--- src/ibce_pkg.sv ---
package ibce_pkg;
    localparam int          CLK_HZ        = 125000000;
    localparam int          TIMEOUT_US    = 500;
    localparam int          TIMEOUT_CYC   = (CLK_HZ / 1000000) * TIMEOUT_US;
    localparam int          SCL_HZ        = 100000;
    localparam int          QUARTER_CYC   = CLK_HZ / (SCL_HZ * 4);
    localparam int          BUS_FREE_CYC  = 600;
    localparam logic [3:0]  BITS_PER_BYTE = 4'h8;
    localparam logic [3:0]  ACK_BIT_IDX   = 4'h8;
    localparam logic        DIR_READ      = 1'b1;
    localparam logic [1:0]  CMD_ADDRESS   = 2'h0;
    localparam logic [1:0]  CMD_WRITE     = 2'h1;
    localparam logic [1:0]  CMD_READ      = 2'h2;
    localparam logic [1:0]  CMD_STOP      = 2'h3;
    localparam int          FIFO_DEPTH    = 32;
    localparam int          FIFO_WIDTH    = 8;
endpackage : ibce_pkg

--- src/ibce_fifo.sv ---
`timescale 1ns/1ps
module ibce_fifo #(
    parameter int WIDTH = 8,
    parameter int DEPTH = 32
) (
    input  wire logic             clk,     // System clock
    input  wire logic             rstn,    // Sync reset, active low
    input  wire logic             ce,      // Clock enable
    input  wire logic             in_valid, // Write request
    output logic                  in_ready, // Space available
    input  wire logic [WIDTH-1:0] in_data, // Write data
    output logic                  out_valid, // Data available
    input  wire logic             out_ready, // Read accept
    output logic      [WIDTH-1:0] out_data // Read data
);
    localparam int AW = $clog2(DEPTH);
    logic [WIDTH-1:0] mem [DEPTH];
    logic [AW-1:0]    wp_r;
    logic [AW-1:0]    rp_r;
    logic [AW:0]      cnt_r;
    logic             wr;
    logic             rd;
    assign in_ready  = (cnt_r != DEPTH[AW:0]);
    assign out_valid = (cnt_r != '0);
    assign out_data  = mem[rp_r];
    assign wr        = in_valid && in_ready;
    assign rd        = out_valid && out_ready;
    always_ff @(posedge clk)
    begin
        if (ce && wr)
            mem[wp_r] <= in_data;
    end
    always_ff @(posedge clk)
    begin
        if (!rstn)
        begin
            wp_r  <= '0;
            rp_r  <= '0;
            cnt_r <= '0;
        end
        else if (ce)
        begin
            if (wr)
                wp_r <= (wp_r == AW'(DEPTH - 1)) ? '0 : wp_r + 1'b1;
            if (rd)
                rp_r <= (rp_r == AW'(DEPTH - 1)) ? '0 : rp_r + 1'b1;
            if (wr && !rd)
                cnt_r <= cnt_r + 1'b1;
            else if (rd && !wr)
                cnt_r <= cnt_r - 1'b1;
        end
    end
endmodule : ibce_fifo

--- src/ibce_engine.sv ---
`timescale 1ns/1ps
// Notes on behaviour
// - Wait for a free bus before any address phase.
// - Address command sends START then the target address byte.
// - No acknowledge on address ninth bit ends the attempt with STOP.
// - Retry address until acknowledged, at most the attempt count in total.
// - Received byte acknowledged when ack_disable is 0, not when it is 1.
// - Write command in the addressed direction completes only once the byte is sent or arbitration is lost.
// - Write works as master transmitter and as addressed target.
// - Read returns a bus byte as master receiver and as target.
// - Stop command completes only once STOP is on the bus.
// - Master operation aborts with timeout about 500 us after request.
// - Ninth-bit state recorded active low: 0 acked, 1 not acked.
// - Lost arbitration flagged when another master wins the bus.
module ibce_engine #(
    parameter int TIMEOUT_CYC = ibce_pkg::TIMEOUT_CYC,
    parameter int QUARTER_CYC = ibce_pkg::QUARTER_CYC,
    parameter int BUS_FREE_CYC = ibce_pkg::BUS_FREE_CYC
) (
    input  wire logic       clk,                   // System clock
    input  wire logic       rstn,                  // Sync reset, active low
    input  wire logic       ce,                    // Clock enable
    input  wire logic       cmd_valid,             // Command request
    output logic            cmd_ready,             // Engine idle
    input  wire logic [1:0] cmd_code,              // Command code
    input  wire logic [7:0] target_address,        // Address byte incl. direction
    input  wire logic [7:0] tx_byte,               // Byte to transmit
    input  wire logic       ack_disable,           // 1: do not acknowledge
    input  wire logic [7:0] address_attempt_count, // Max address attempts
    input  wire logic       target_mode,           // Byte commands act as target
    output logic            done_r,                // Command finished pulse
    output logic            ack_status_r,          // Ninth bit, active low
    output logic            timeout_r,             // Timeout flag
    output logic            arbitration_lost_flag, // Lost arbitration
    output logic            rx_valid,              // Received byte available
    input  wire logic       rx_ready,              // Received byte taken
    output logic      [7:0] rx_data,               // Received byte
    input  wire logic       scl_i,                 // SCL pin level
    output logic            scl_o,                 // SCL drive value
    output logic            scl_oe,                // SCL pull low enable
    input  wire logic       sda_i,                 // SDA pin level
    output logic            sda_o,                 // SDA drive value
    output logic            sda_oe                 // SDA pull low enable
);
    typedef enum logic [2:0] {
        ST_IDLE  = 3'b000,
        ST_FREE  = 3'b001,
        ST_START = 3'b011,
        ST_BIT   = 3'b010,
        ST_STOP  = 3'b110,
        ST_TGT   = 3'b111,
        ST_DONE  = 3'b101
    } ibce_state_t;

    ibce_state_t state_r;
    logic [1:0]  cmd_r;
    logic [1:0]  ph_r;
    logic [15:0] qcnt_r;
    logic [31:0] tcnt_r;
    logic [15:0] fcnt_r;
    logic [3:0]  bit_r;
    logic [7:0]  sh_r;
    logic [7:0]  tries_r;
    logic        nack_r;
    logic        retry_r;
    logic        dir_r;
    logic [1:0]  scl_s_r;
    logic [1:0]  sda_s_r;
    logic        scl_q;
    logic        sda_q;
    logic        scl_d_r;
    logic        sda_d_r;
    logic        tick;
    logic        busy_bus_r;
    logic        rx_push;
    logic        rx_in_ready;

    function automatic logic drv_bit(input logic [3:0] idx, input logic [7:0] d, input logic na, input logic rd);
        if (idx == ibce_pkg::ACK_BIT_IDX)
            drv_bit = rd ? na : 1'b1;
        else
            drv_bit = rd ? 1'b1 : d[7];
    endfunction : drv_bit

    assign scl_q = scl_s_r[1];
    assign sda_q = sda_s_r[1];
    assign tick  = (qcnt_r == 16'(QUARTER_CYC - 1));
    assign scl_o = 1'b0;
    assign sda_o = 1'b0;
    assign cmd_ready = (state_r == ST_IDLE);

    always_ff @(posedge clk)
    begin
        if (!rstn)
        begin
            scl_s_r <= 2'h3;
            sda_s_r <= 2'h3;
            scl_d_r <= 1'b1;
            sda_d_r <= 1'b1;
        end
        else if (ce)
        begin
            scl_s_r <= {scl_s_r[0], scl_i};
            sda_s_r <= {sda_s_r[0], sda_i};
            scl_d_r <= scl_q;
            sda_d_r <= sda_q;
        end
    end

    // Bus busy between any START and STOP seen, also from other masters
    always_ff @(posedge clk)
    begin
        if (!rstn)
            busy_bus_r <= 1'b0;
        else if (ce)
        begin
            if (scl_q && sda_d_r && !sda_q)
                busy_bus_r <= 1'b1;
            else if (scl_q && !sda_d_r && sda_q)
                busy_bus_r <= 1'b0;
        end
    end

    // Idle-high time before the bus counts as free
    always_ff @(posedge clk)
    begin
        if (!rstn)
            fcnt_r <= '0;
        else if (ce)
        begin
            if (busy_bus_r || !scl_q || !sda_q)
                fcnt_r <= '0;
            else if (fcnt_r != 16'(BUS_FREE_CYC))
                fcnt_r <= fcnt_r + 1'b1;
        end
    end

    always_ff @(posedge clk)
    begin
        if (!rstn)
            qcnt_r <= '0;
        else if (ce)
            qcnt_r <= (tick || state_r == ST_IDLE) ? '0 : qcnt_r + 1'b1;
    end

    always_ff @(posedge clk)
    begin
        if (!rstn)
            tcnt_r <= '0;
        else if (ce)
            tcnt_r <= (state_r == ST_IDLE) ? '0 : tcnt_r + 1'b1;
    end

    // One push per byte: a stretched ninth clock holds ph_r at 2 over several ticks
    assign rx_push = bit_r == ibce_pkg::ACK_BIT_IDX && cmd_r == ibce_pkg::CMD_READ &&
                     ((state_r == ST_BIT && tick && ph_r == 2'h2 && scl_q) ||
                      (state_r == ST_TGT && !scl_d_r && scl_q));

    always_ff @(posedge clk)
    begin
        if (!rstn)
        begin
            state_r <= ST_IDLE;
            cmd_r <= ibce_pkg::CMD_ADDRESS;
            ph_r <= '0;
            bit_r <= '0;
            sh_r <= '0;
            tries_r <= '0;
            nack_r <= 1'b0;
            retry_r <= 1'b0;
            dir_r <= 1'b0;
            scl_oe <= 1'b0;
            sda_oe <= 1'b0;
            done_r <= 1'b0;
            ack_status_r <= 1'b0;
            timeout_r <= 1'b0;
            arbitration_lost_flag <= 1'b0;
        end
        else if (ce)
        begin
            done_r <= 1'b0;
            if (state_r != ST_IDLE && state_r != ST_DONE && tcnt_r >= 32'(TIMEOUT_CYC))
            begin
                timeout_r <= 1'b1;
                scl_oe <= 1'b0;
                sda_oe <= 1'b0;
                state_r <= ST_DONE;
            end
            else
            begin
                case (state_r)
                    ST_IDLE:
                    begin
                        if (cmd_valid && rx_in_ready)
                        begin
                            cmd_r <= cmd_code;
                            ph_r <= '0;
                            bit_r <= '0;
                            nack_r <= ack_disable;
                            timeout_r <= 1'b0;
                            arbitration_lost_flag <= 1'b0;
                            if (cmd_code == ibce_pkg::CMD_ADDRESS)
                            begin
                                sh_r <= target_address;
                                tries_r <= address_attempt_count;
                                dir_r <= (target_address[0] == ibce_pkg::DIR_READ);
                                state_r <= ST_FREE;
                            end
                            else if (cmd_code == ibce_pkg::CMD_STOP)
                                state_r <= ST_STOP;
                            // In master mode, a byte command against the addressed direction ends without touching the bus
                            else if (!target_mode && dir_r != (cmd_code == ibce_pkg::CMD_READ))
                                state_r <= ST_DONE;
                            else
                            begin
                                sh_r <= tx_byte;
                                // A target must present its first bit before the master's first rise
                                if (target_mode)
                                    sda_oe <= !drv_bit(4'h0, tx_byte, ack_disable,
                                                       cmd_code == ibce_pkg::CMD_READ);
                                state_r <= target_mode ? ST_TGT : ST_BIT;
                            end
                        end
                    end
                    ST_FREE:
                    begin
                        if (tries_r == '0)
                            state_r <= ST_DONE;
                        else if (fcnt_r == 16'(BUS_FREE_CYC))
                        begin
                            state_r <= ST_START;
                            ph_r <= '0;
                        end
                    end
                    ST_START:
                    begin
                        if (tick)
                        begin
                            ph_r <= ph_r + 1'b1;
                            if (ph_r == 2'h0)
                                sda_oe <= 1'b1;
                            else if (ph_r == 2'h1)
                            begin
                                scl_oe <= 1'b1;
                                state_r <= ST_BIT;
                                ph_r <= '0;
                                bit_r <= '0;
                                tries_r <= tries_r - 1'b1;
                                cmd_r <= ibce_pkg::CMD_ADDRESS;
                            end
                        end
                    end
                    ST_BIT, ST_TGT:
                    begin
                        if (state_r == ST_TGT)
                        begin
                            // Target side: follow the other master's SCL
                            if (scl_d_r && !scl_q)
                            begin
                                // Done only once the ninth clock has gone low again
                                if (bit_r == ibce_pkg::ACK_BIT_IDX + 4'h1)
                                    state_r <= ST_DONE;
                                else
                                    sda_oe <= !drv_bit(bit_r, sh_r, nack_r, cmd_r == ibce_pkg::CMD_READ);
                            end
                            else if (!scl_d_r && scl_q)
                            begin
                                if (bit_r == ibce_pkg::ACK_BIT_IDX)
                                    ack_status_r <= sda_q;
                                else
                                    sh_r <= {sh_r[6:0], sda_q};
                                bit_r <= bit_r + 1'b1;
                            end
                        end
                        else if (tick)
                        begin
                            ph_r <= ph_r + 1'b1;
                            case (ph_r)
                                2'h0:
                                    sda_oe <= !drv_bit(bit_r, sh_r, nack_r, cmd_r == ibce_pkg::CMD_READ &&
                                                       bit_r != ibce_pkg::ACK_BIT_IDX ? 1'b1 :
                                                       cmd_r == ibce_pkg::CMD_READ);
                                2'h1:
                                    scl_oe <= 1'b0;
                                2'h2:
                                begin
                                    if (!scl_q)
                                        ph_r <= ph_r; // Clock stretching by a target
                                    else if (bit_r == ibce_pkg::ACK_BIT_IDX)
                                        ack_status_r <= sda_q;
                                    else
                                    begin
                                        if (!sda_oe && !sda_q && cmd_r != ibce_pkg::CMD_READ)
                                        begin
                                            arbitration_lost_flag <= 1'b1;
                                            state_r <= ST_DONE;
                                        end
                                        sh_r <= {sh_r[6:0], sda_q};
                                    end
                                end
                                default:
                                begin
                                    scl_oe <= 1'b1;
                                    bit_r <= bit_r + 1'b1;
                                    if (bit_r == ibce_pkg::ACK_BIT_IDX)
                                    begin
                                        // SDA lets go in ST_DONE, once SCL is already low
                                        if (cmd_r == ibce_pkg::CMD_ADDRESS && ack_status_r)
                                        begin
                                            retry_r <= 1'b1;
                                            state_r <= ST_STOP;
                                        end
                                        else
                                            state_r <= ST_DONE;
                                    end
                                end
                            endcase
                        end
                    end
                    ST_STOP:
                    begin
                        if (tick)
                        begin
                            ph_r <= ph_r + 1'b1;
                            if (ph_r == 2'h0)
                            begin
                                scl_oe <= 1'b1;
                                sda_oe <= 1'b1;
                            end
                            else if (ph_r == 2'h1)
                                scl_oe <= 1'b0;
                            else if (ph_r == 2'h2)
                                sda_oe <= 1'b0;
                            else if (retry_r)
                            begin
                                retry_r <= 1'b0;
                                state_r <= ST_FREE;
                            end
                            else
                                state_r <= ST_DONE;
                        end
                    end
                    ST_DONE:
                    begin
                        done_r <= 1'b1;
                        sda_oe <= 1'b0;
                        state_r <= ST_IDLE;
                    end
                    default:
                        state_r <= ST_IDLE;
                endcase
            end
        end
    end

    // Received bytes wait here so the host may drain them late
    ibce_fifo #(
        .WIDTH (ibce_pkg::FIFO_WIDTH),
        .DEPTH (ibce_pkg::FIFO_DEPTH)
    ) u_rx_fifo (
        .clk       (clk),
        .rstn      (rstn),
        .ce        (ce),
        .in_valid  (rx_push),
        .in_ready  (rx_in_ready),
        .in_data   (sh_r),
        .out_valid (rx_valid),
        .out_ready (rx_ready),
        .out_data  (rx_data)
    );

    a_ack_records: assert property (@(posedge clk) disable iff (!rstn)
        (ce && state_r == ST_BIT && tick && ph_r == 2'h2 && scl_q && bit_r == ibce_pkg::ACK_BIT_IDX)
        |=> ack_status_r == $past(sda_q)) else $error("ack status wrong");
    a_done_idle: assert property (@(posedge clk) disable iff (!rstn)
        done_r |-> state_r == ST_IDLE) else $error("done not idle");
    a_start_cond: assert property (@(posedge clk) disable iff (!rstn)
        ($past(state_r) == ST_START && state_r == ST_BIT) |-> sda_oe && scl_oe)
        else $error("start not driven");
    a_free_gate: assert property (@(posedge clk) disable iff (!rstn)
        ($past(state_r) == ST_FREE && state_r == ST_START) |-> $past(fcnt_r) == 16'(BUS_FREE_CYC))
        else $error("start while bus busy");
    a_timeout_set: assert property (@(posedge clk) disable iff (!rstn)
        $rose(timeout_r) |-> $past(tcnt_r) >= 32'(TIMEOUT_CYC)) else $error("early timeout");
    a_nack_stop: assert property (@(posedge clk) disable iff (!rstn)
        ($past(state_r) == ST_BIT && state_r == ST_STOP) |-> retry_r && ack_status_r)
        else $error("stop without nack");
    a_tries_cap: assert property (@(posedge clk) disable iff (!rstn)
        (state_r == ST_FREE && tries_r == '0 && ce && !timeout_r && tcnt_r < 32'(TIMEOUT_CYC))
        |=> state_r == ST_DONE) else $error("extra attempt");
    a_stop_release: assert property (@(posedge clk) disable iff (!rstn)
        ($past(state_r) == ST_STOP && state_r == ST_DONE && !timeout_r) |-> !sda_oe && !scl_oe)
        else $error("stop not sent");
endmodule : ibce_engine

--- config.mk ---
export PLATFORM = sky130hd
export DESIGN_NAME = ibce_engine
export DESIGN_NICKNAME = d
export VERILOG_FILES = /design/src/ibce_pkg.sv /design/src/ibce_fifo.sv /design/src/ibce_engine.sv
export SDC_FILE = /design/constraint.sdc
export NUM_CORES = 1
export LEC_CHECK = 0
export ABC_AREA = 1
export BUFFER_PORTS_ARGS = -buffer_cell sky130_fd_sc_hd__clkbuf_2
export CAP_MARGIN = 20
export CORE_UTILIZATION = 50
export DETAILED_ROUTE_END_ITERATION = 10
export PLACE_DENSITY = 0.66
export SETUP_SLACK_MARGIN = 0.1
export SLEW_MARGIN = 10
export SYNTH_ARGS = -nofsm -noshare
export SYNTH_HDL_FRONTEND = slang
export SYNTH_SLANG_ARGS = --single-unit
--- constraint.sdc ---
create_clock -name clk -period 7 [get_ports clk]
set_input_delay 0 -clock clk [delete_from_list [all_inputs] [get_ports clk]]
set_output_delay 0 -clock clk [all_outputs]
set_load 0.01 [all_outputs]
==> impl_metrics.ini <==
[status]
run_status = finished clean

[detailed_routing]
vias = 13600
wl_mm = 43.0
dr.first_iter.drc_count = 1133
dr.pass1.iters = 5
drt.antenna.violating_nets = 0
drc = 0
wl_per_cell_microns = 17.9
viasPerCell = 5.66

[worst_setup_path]
worstSetupPathType = flop to output pin
crit_slowest_cell = buf_4
critical_path.max_fanout = 78
reg2regPathDepth = 19
critPathMostFrequentCell = o21ai_0
worstPathRequired_ns = 7.00
cp.arrival_ns = 3.67
cp-start-kind = flop
crit_path_end_kind = output pin
slowest_delay_ns = 0.73
reg2reg_slack_ns = 3.73
cp_cell_sequence = clkinv_2 -> buf_4 -> o21ai_0 -> o22ai_1 -> o21ai_0 -> o21ai_0 -> nor2_1 -> a31oi_1 -> clkbuf_2

[clocking]
htreeDepth = 2
path_clk_slew_ns = 0.06
postCtsSetupBuffers = 0
clkLatencyLatePin_ns = 0.53
cts_resized = 0
cts_buffer_depth = 3
cts_tree = yes
cts_inserted_buffers = 41
clock_sinks = 384
root_buffer = clkbuf_16

[timing]
skew_ns = 0.0142
hold_viol = 0
fmax_mhz = 273
slew_violations = 0
period_needed_ns = 3.67
worst_slack_ns = 3.33
relSlewSlack = 0.409
setup_tns_ns = 0
rsz0062_at_grt = no
layout_worst_path_cycle_share = 0.524
worst_slew_pin_slew_ns = 0.884
setup_viol = 0

[logic_synthesis]
yosys.area.top_type_share = 0.442
avgSynthCellArea_sq_um = 9.39
synth_area_leaders = edfxtp_1, dfxtp_1, nor2_1, o21ai_0, nand2_1
synth-main-ff-cell = edfxtp_1
synth_async_sr_flop_share = 0
yosysWarnings = 0
mappedNetlistArea_sq_um = 17400
synth_largest_area_cell = edfxtp_1
synthCells = 1852
synth_cell_types = 56
synth_seq_cells = 384
synth_edf_count = 256
yosysSeqAreaShare = 0.589

[pwr]
power_frac_seq = 0.439
p_int_uw = 4330
p_leak_uw = 0.00715
combPwrFrac = 0.237
pwr-share-clk = 0.324
power_density_nw_per_um2 = 323
power_switching_uw = 2010
ir_drop_mv = 0.256
switching_share = 0.317

[die]
fp-row-count = 67
dieArea_sq_um = 35500
die_y_microns = 189
top_level_ports = 53
die_x_microns = 189
start_util = 0.514
placeableCoreArea_sq_um = 33900

[layout]
layout-drive-gt1-share = 0.0866
syn2layout_area_growth_pct = 12.9
diodes = 0
fin_area_sq_um = 19600
fin_nets = 1981

[global_routing]
grt_pass1_vias = 13300
antenna_found_initial = 0
met1_usage = 0.316
grt_usage = 0.242
grt_pass1_wl_mm = 68.6
grt_max_degree = 79
grt.overflow.total = 0
grtUsageMet2 = 0.412
met3_usage = 0.0328
top_usage_layer = met2

[place]
dpl_cell_area_sq_um = 18000
place_hpwl_mm = 26.9
io_buffers = 50
post-place-ws_ns = 3.71
place_congestion = 0.929

[flow_run]
maxCapViolations = 0

[min_path]
min_path_cells = 4
hold_class = input port to flop
==> layer usage <==
layer	vias to the layer above	routed length, microns
met5	-	0
met4	0	1430
met3	101	2610
met2	460	20800
met1	6425	18100
li1	6609	-
==> logic make-up (layout without fill, tap and decap cells) <==
kind of cell | count (synthesis) | in the layout | share of synthesized area
compound gates | 402 | 402 | 0.138
simple gates | 796 | 796 | 0.197
flops | 384 | 384 | 0.589
xor+xnor | 10 | 10 | 0.00503
other cells | 1 | 2 | 0.000216
buf+inv | 233 | 332 | 0.0520
fa+ha+maj | 26 | 26 | 0.0191
==> path summary, 6_finish.rpt <==
kind                                      to                     from
max                               rx_data[0]                     flop
max reg2reg  u_rx_fifo.cnt_r[5]$_SDFFE_PN0P_   qcnt_r[0]$_SDFFE_PN0P_
min                   tcnt_r[0]$_SDFFE_PN0P_                       ce
min reg2reg          sda_s_r[0]$_SDFFE_PN1P_  sda_s_r[0]$_SDFFE_PN1P_
==> placed cells by master, fill, tap and decap left out, types with 15 or more instances in the layout <==
cell / count
nand3_1: 86
clkbuf_2: 50
buf_4: 18
a21oi_1: 73
nor3_1: 53
o21ai_0: 202
o221ai_1: 56
nor2_1: 347
dfxtp_1: 126
nand2_1: 243
clkinv_1: 15
dlygate4sd3_1: 33
clkbuf_16: 43
edfxtp_1: 256
ha_1: 25
a31oi_1: 17
nand4_1: 20
inv_1: 141
==> Yosys cell counts (25+ instances only) <==
cell	instances
inv_1	142
clkbuf_1	64
o221ai_1	56
nand3_1	86
ha_1	25
o21ai_0	202
nand2_1	243
a21oi_1	73
nor2_1	347
edfxtp_1	256
dfxtp_1	128
nor3_1	53
==> worst max-delay path: cells and delay by family (launching register included) <==
kind / cells / cell delay [ns]
compound gates: 5 / 1.04
buf+inv: 3 / 1.47
flops: 1 / 0.50
simple gates: 1 / 0.07
==> power groups by stage <==
stage / clock [uW] / sequential (uW) / combinational [uW]
global route: 2170 / 2800 / 1690
detailed placement: 0 / 2830 / 1460
global placement: 0 / 2830 / 1440
CTS: 2090 / 2780 / 1500
finish: 2050 / 2780 / 1500
floorplan: 0 / 2890 / 937
==> state kept, by name, summed over array words and instances (netlist names), 2 cells and up, named ones only <==
name	count
u_rx_fifo.mem	256
tcnt_r	32
fcnt_r	16
qcnt_r	16
sh_r	8
tries_r	8
u_rx_fifo.cnt_r	6
u_rx_fifo.rp_r	5
u_rx_fifo.wp_r	5
bit_r	4
state_r	3
cmd_r	2
ph_r	2
scl_s_r	2
sda_s_r	2
==> stage by stage <==
| stage | instances | hold slack [ns] | utilization | power, uW |
|---|---|---|---|---|
| after floorplan | 1853 | 0.126 | - | 3830 |
| after global placement | 2288 | 0.217 | 0.532 | 4270 |
| after detailed placement | 2289 | 0.218 | 0.532 | 4290 |
| after CTS | 2397 | 0.00139 | 0.580 | 6360 |
| after global routing | 2400 | 0.0388 | 0.580 | 6650 |
| final | 2400 | 0.0196 | 0.580 | 6340 |
==> area by class of cell <==
| type | instances | area, sq um |
|---|---|---|
| Clock inverter | 23 | 155 |
| Timing Repair Buffer | 104 | 731 |
| Tap cell | 448 | 561 |
| Sequential cell | 384 | 10300 |
| Clock buffer | 52 | 1120 |
| Inverter | 153 | 576 |
| Fill cell | 2976 | 14200 |
| Multi-Input combinational cell | 1236 | 6250 |
==> what timing repair did <==
item / in CTS / in global routing
hold endpoints to repair: 25 / 0
setup endpoints to repair: 0 / 0
hold buffers: 33 / 0
Power figures use the tool's default switching activity.
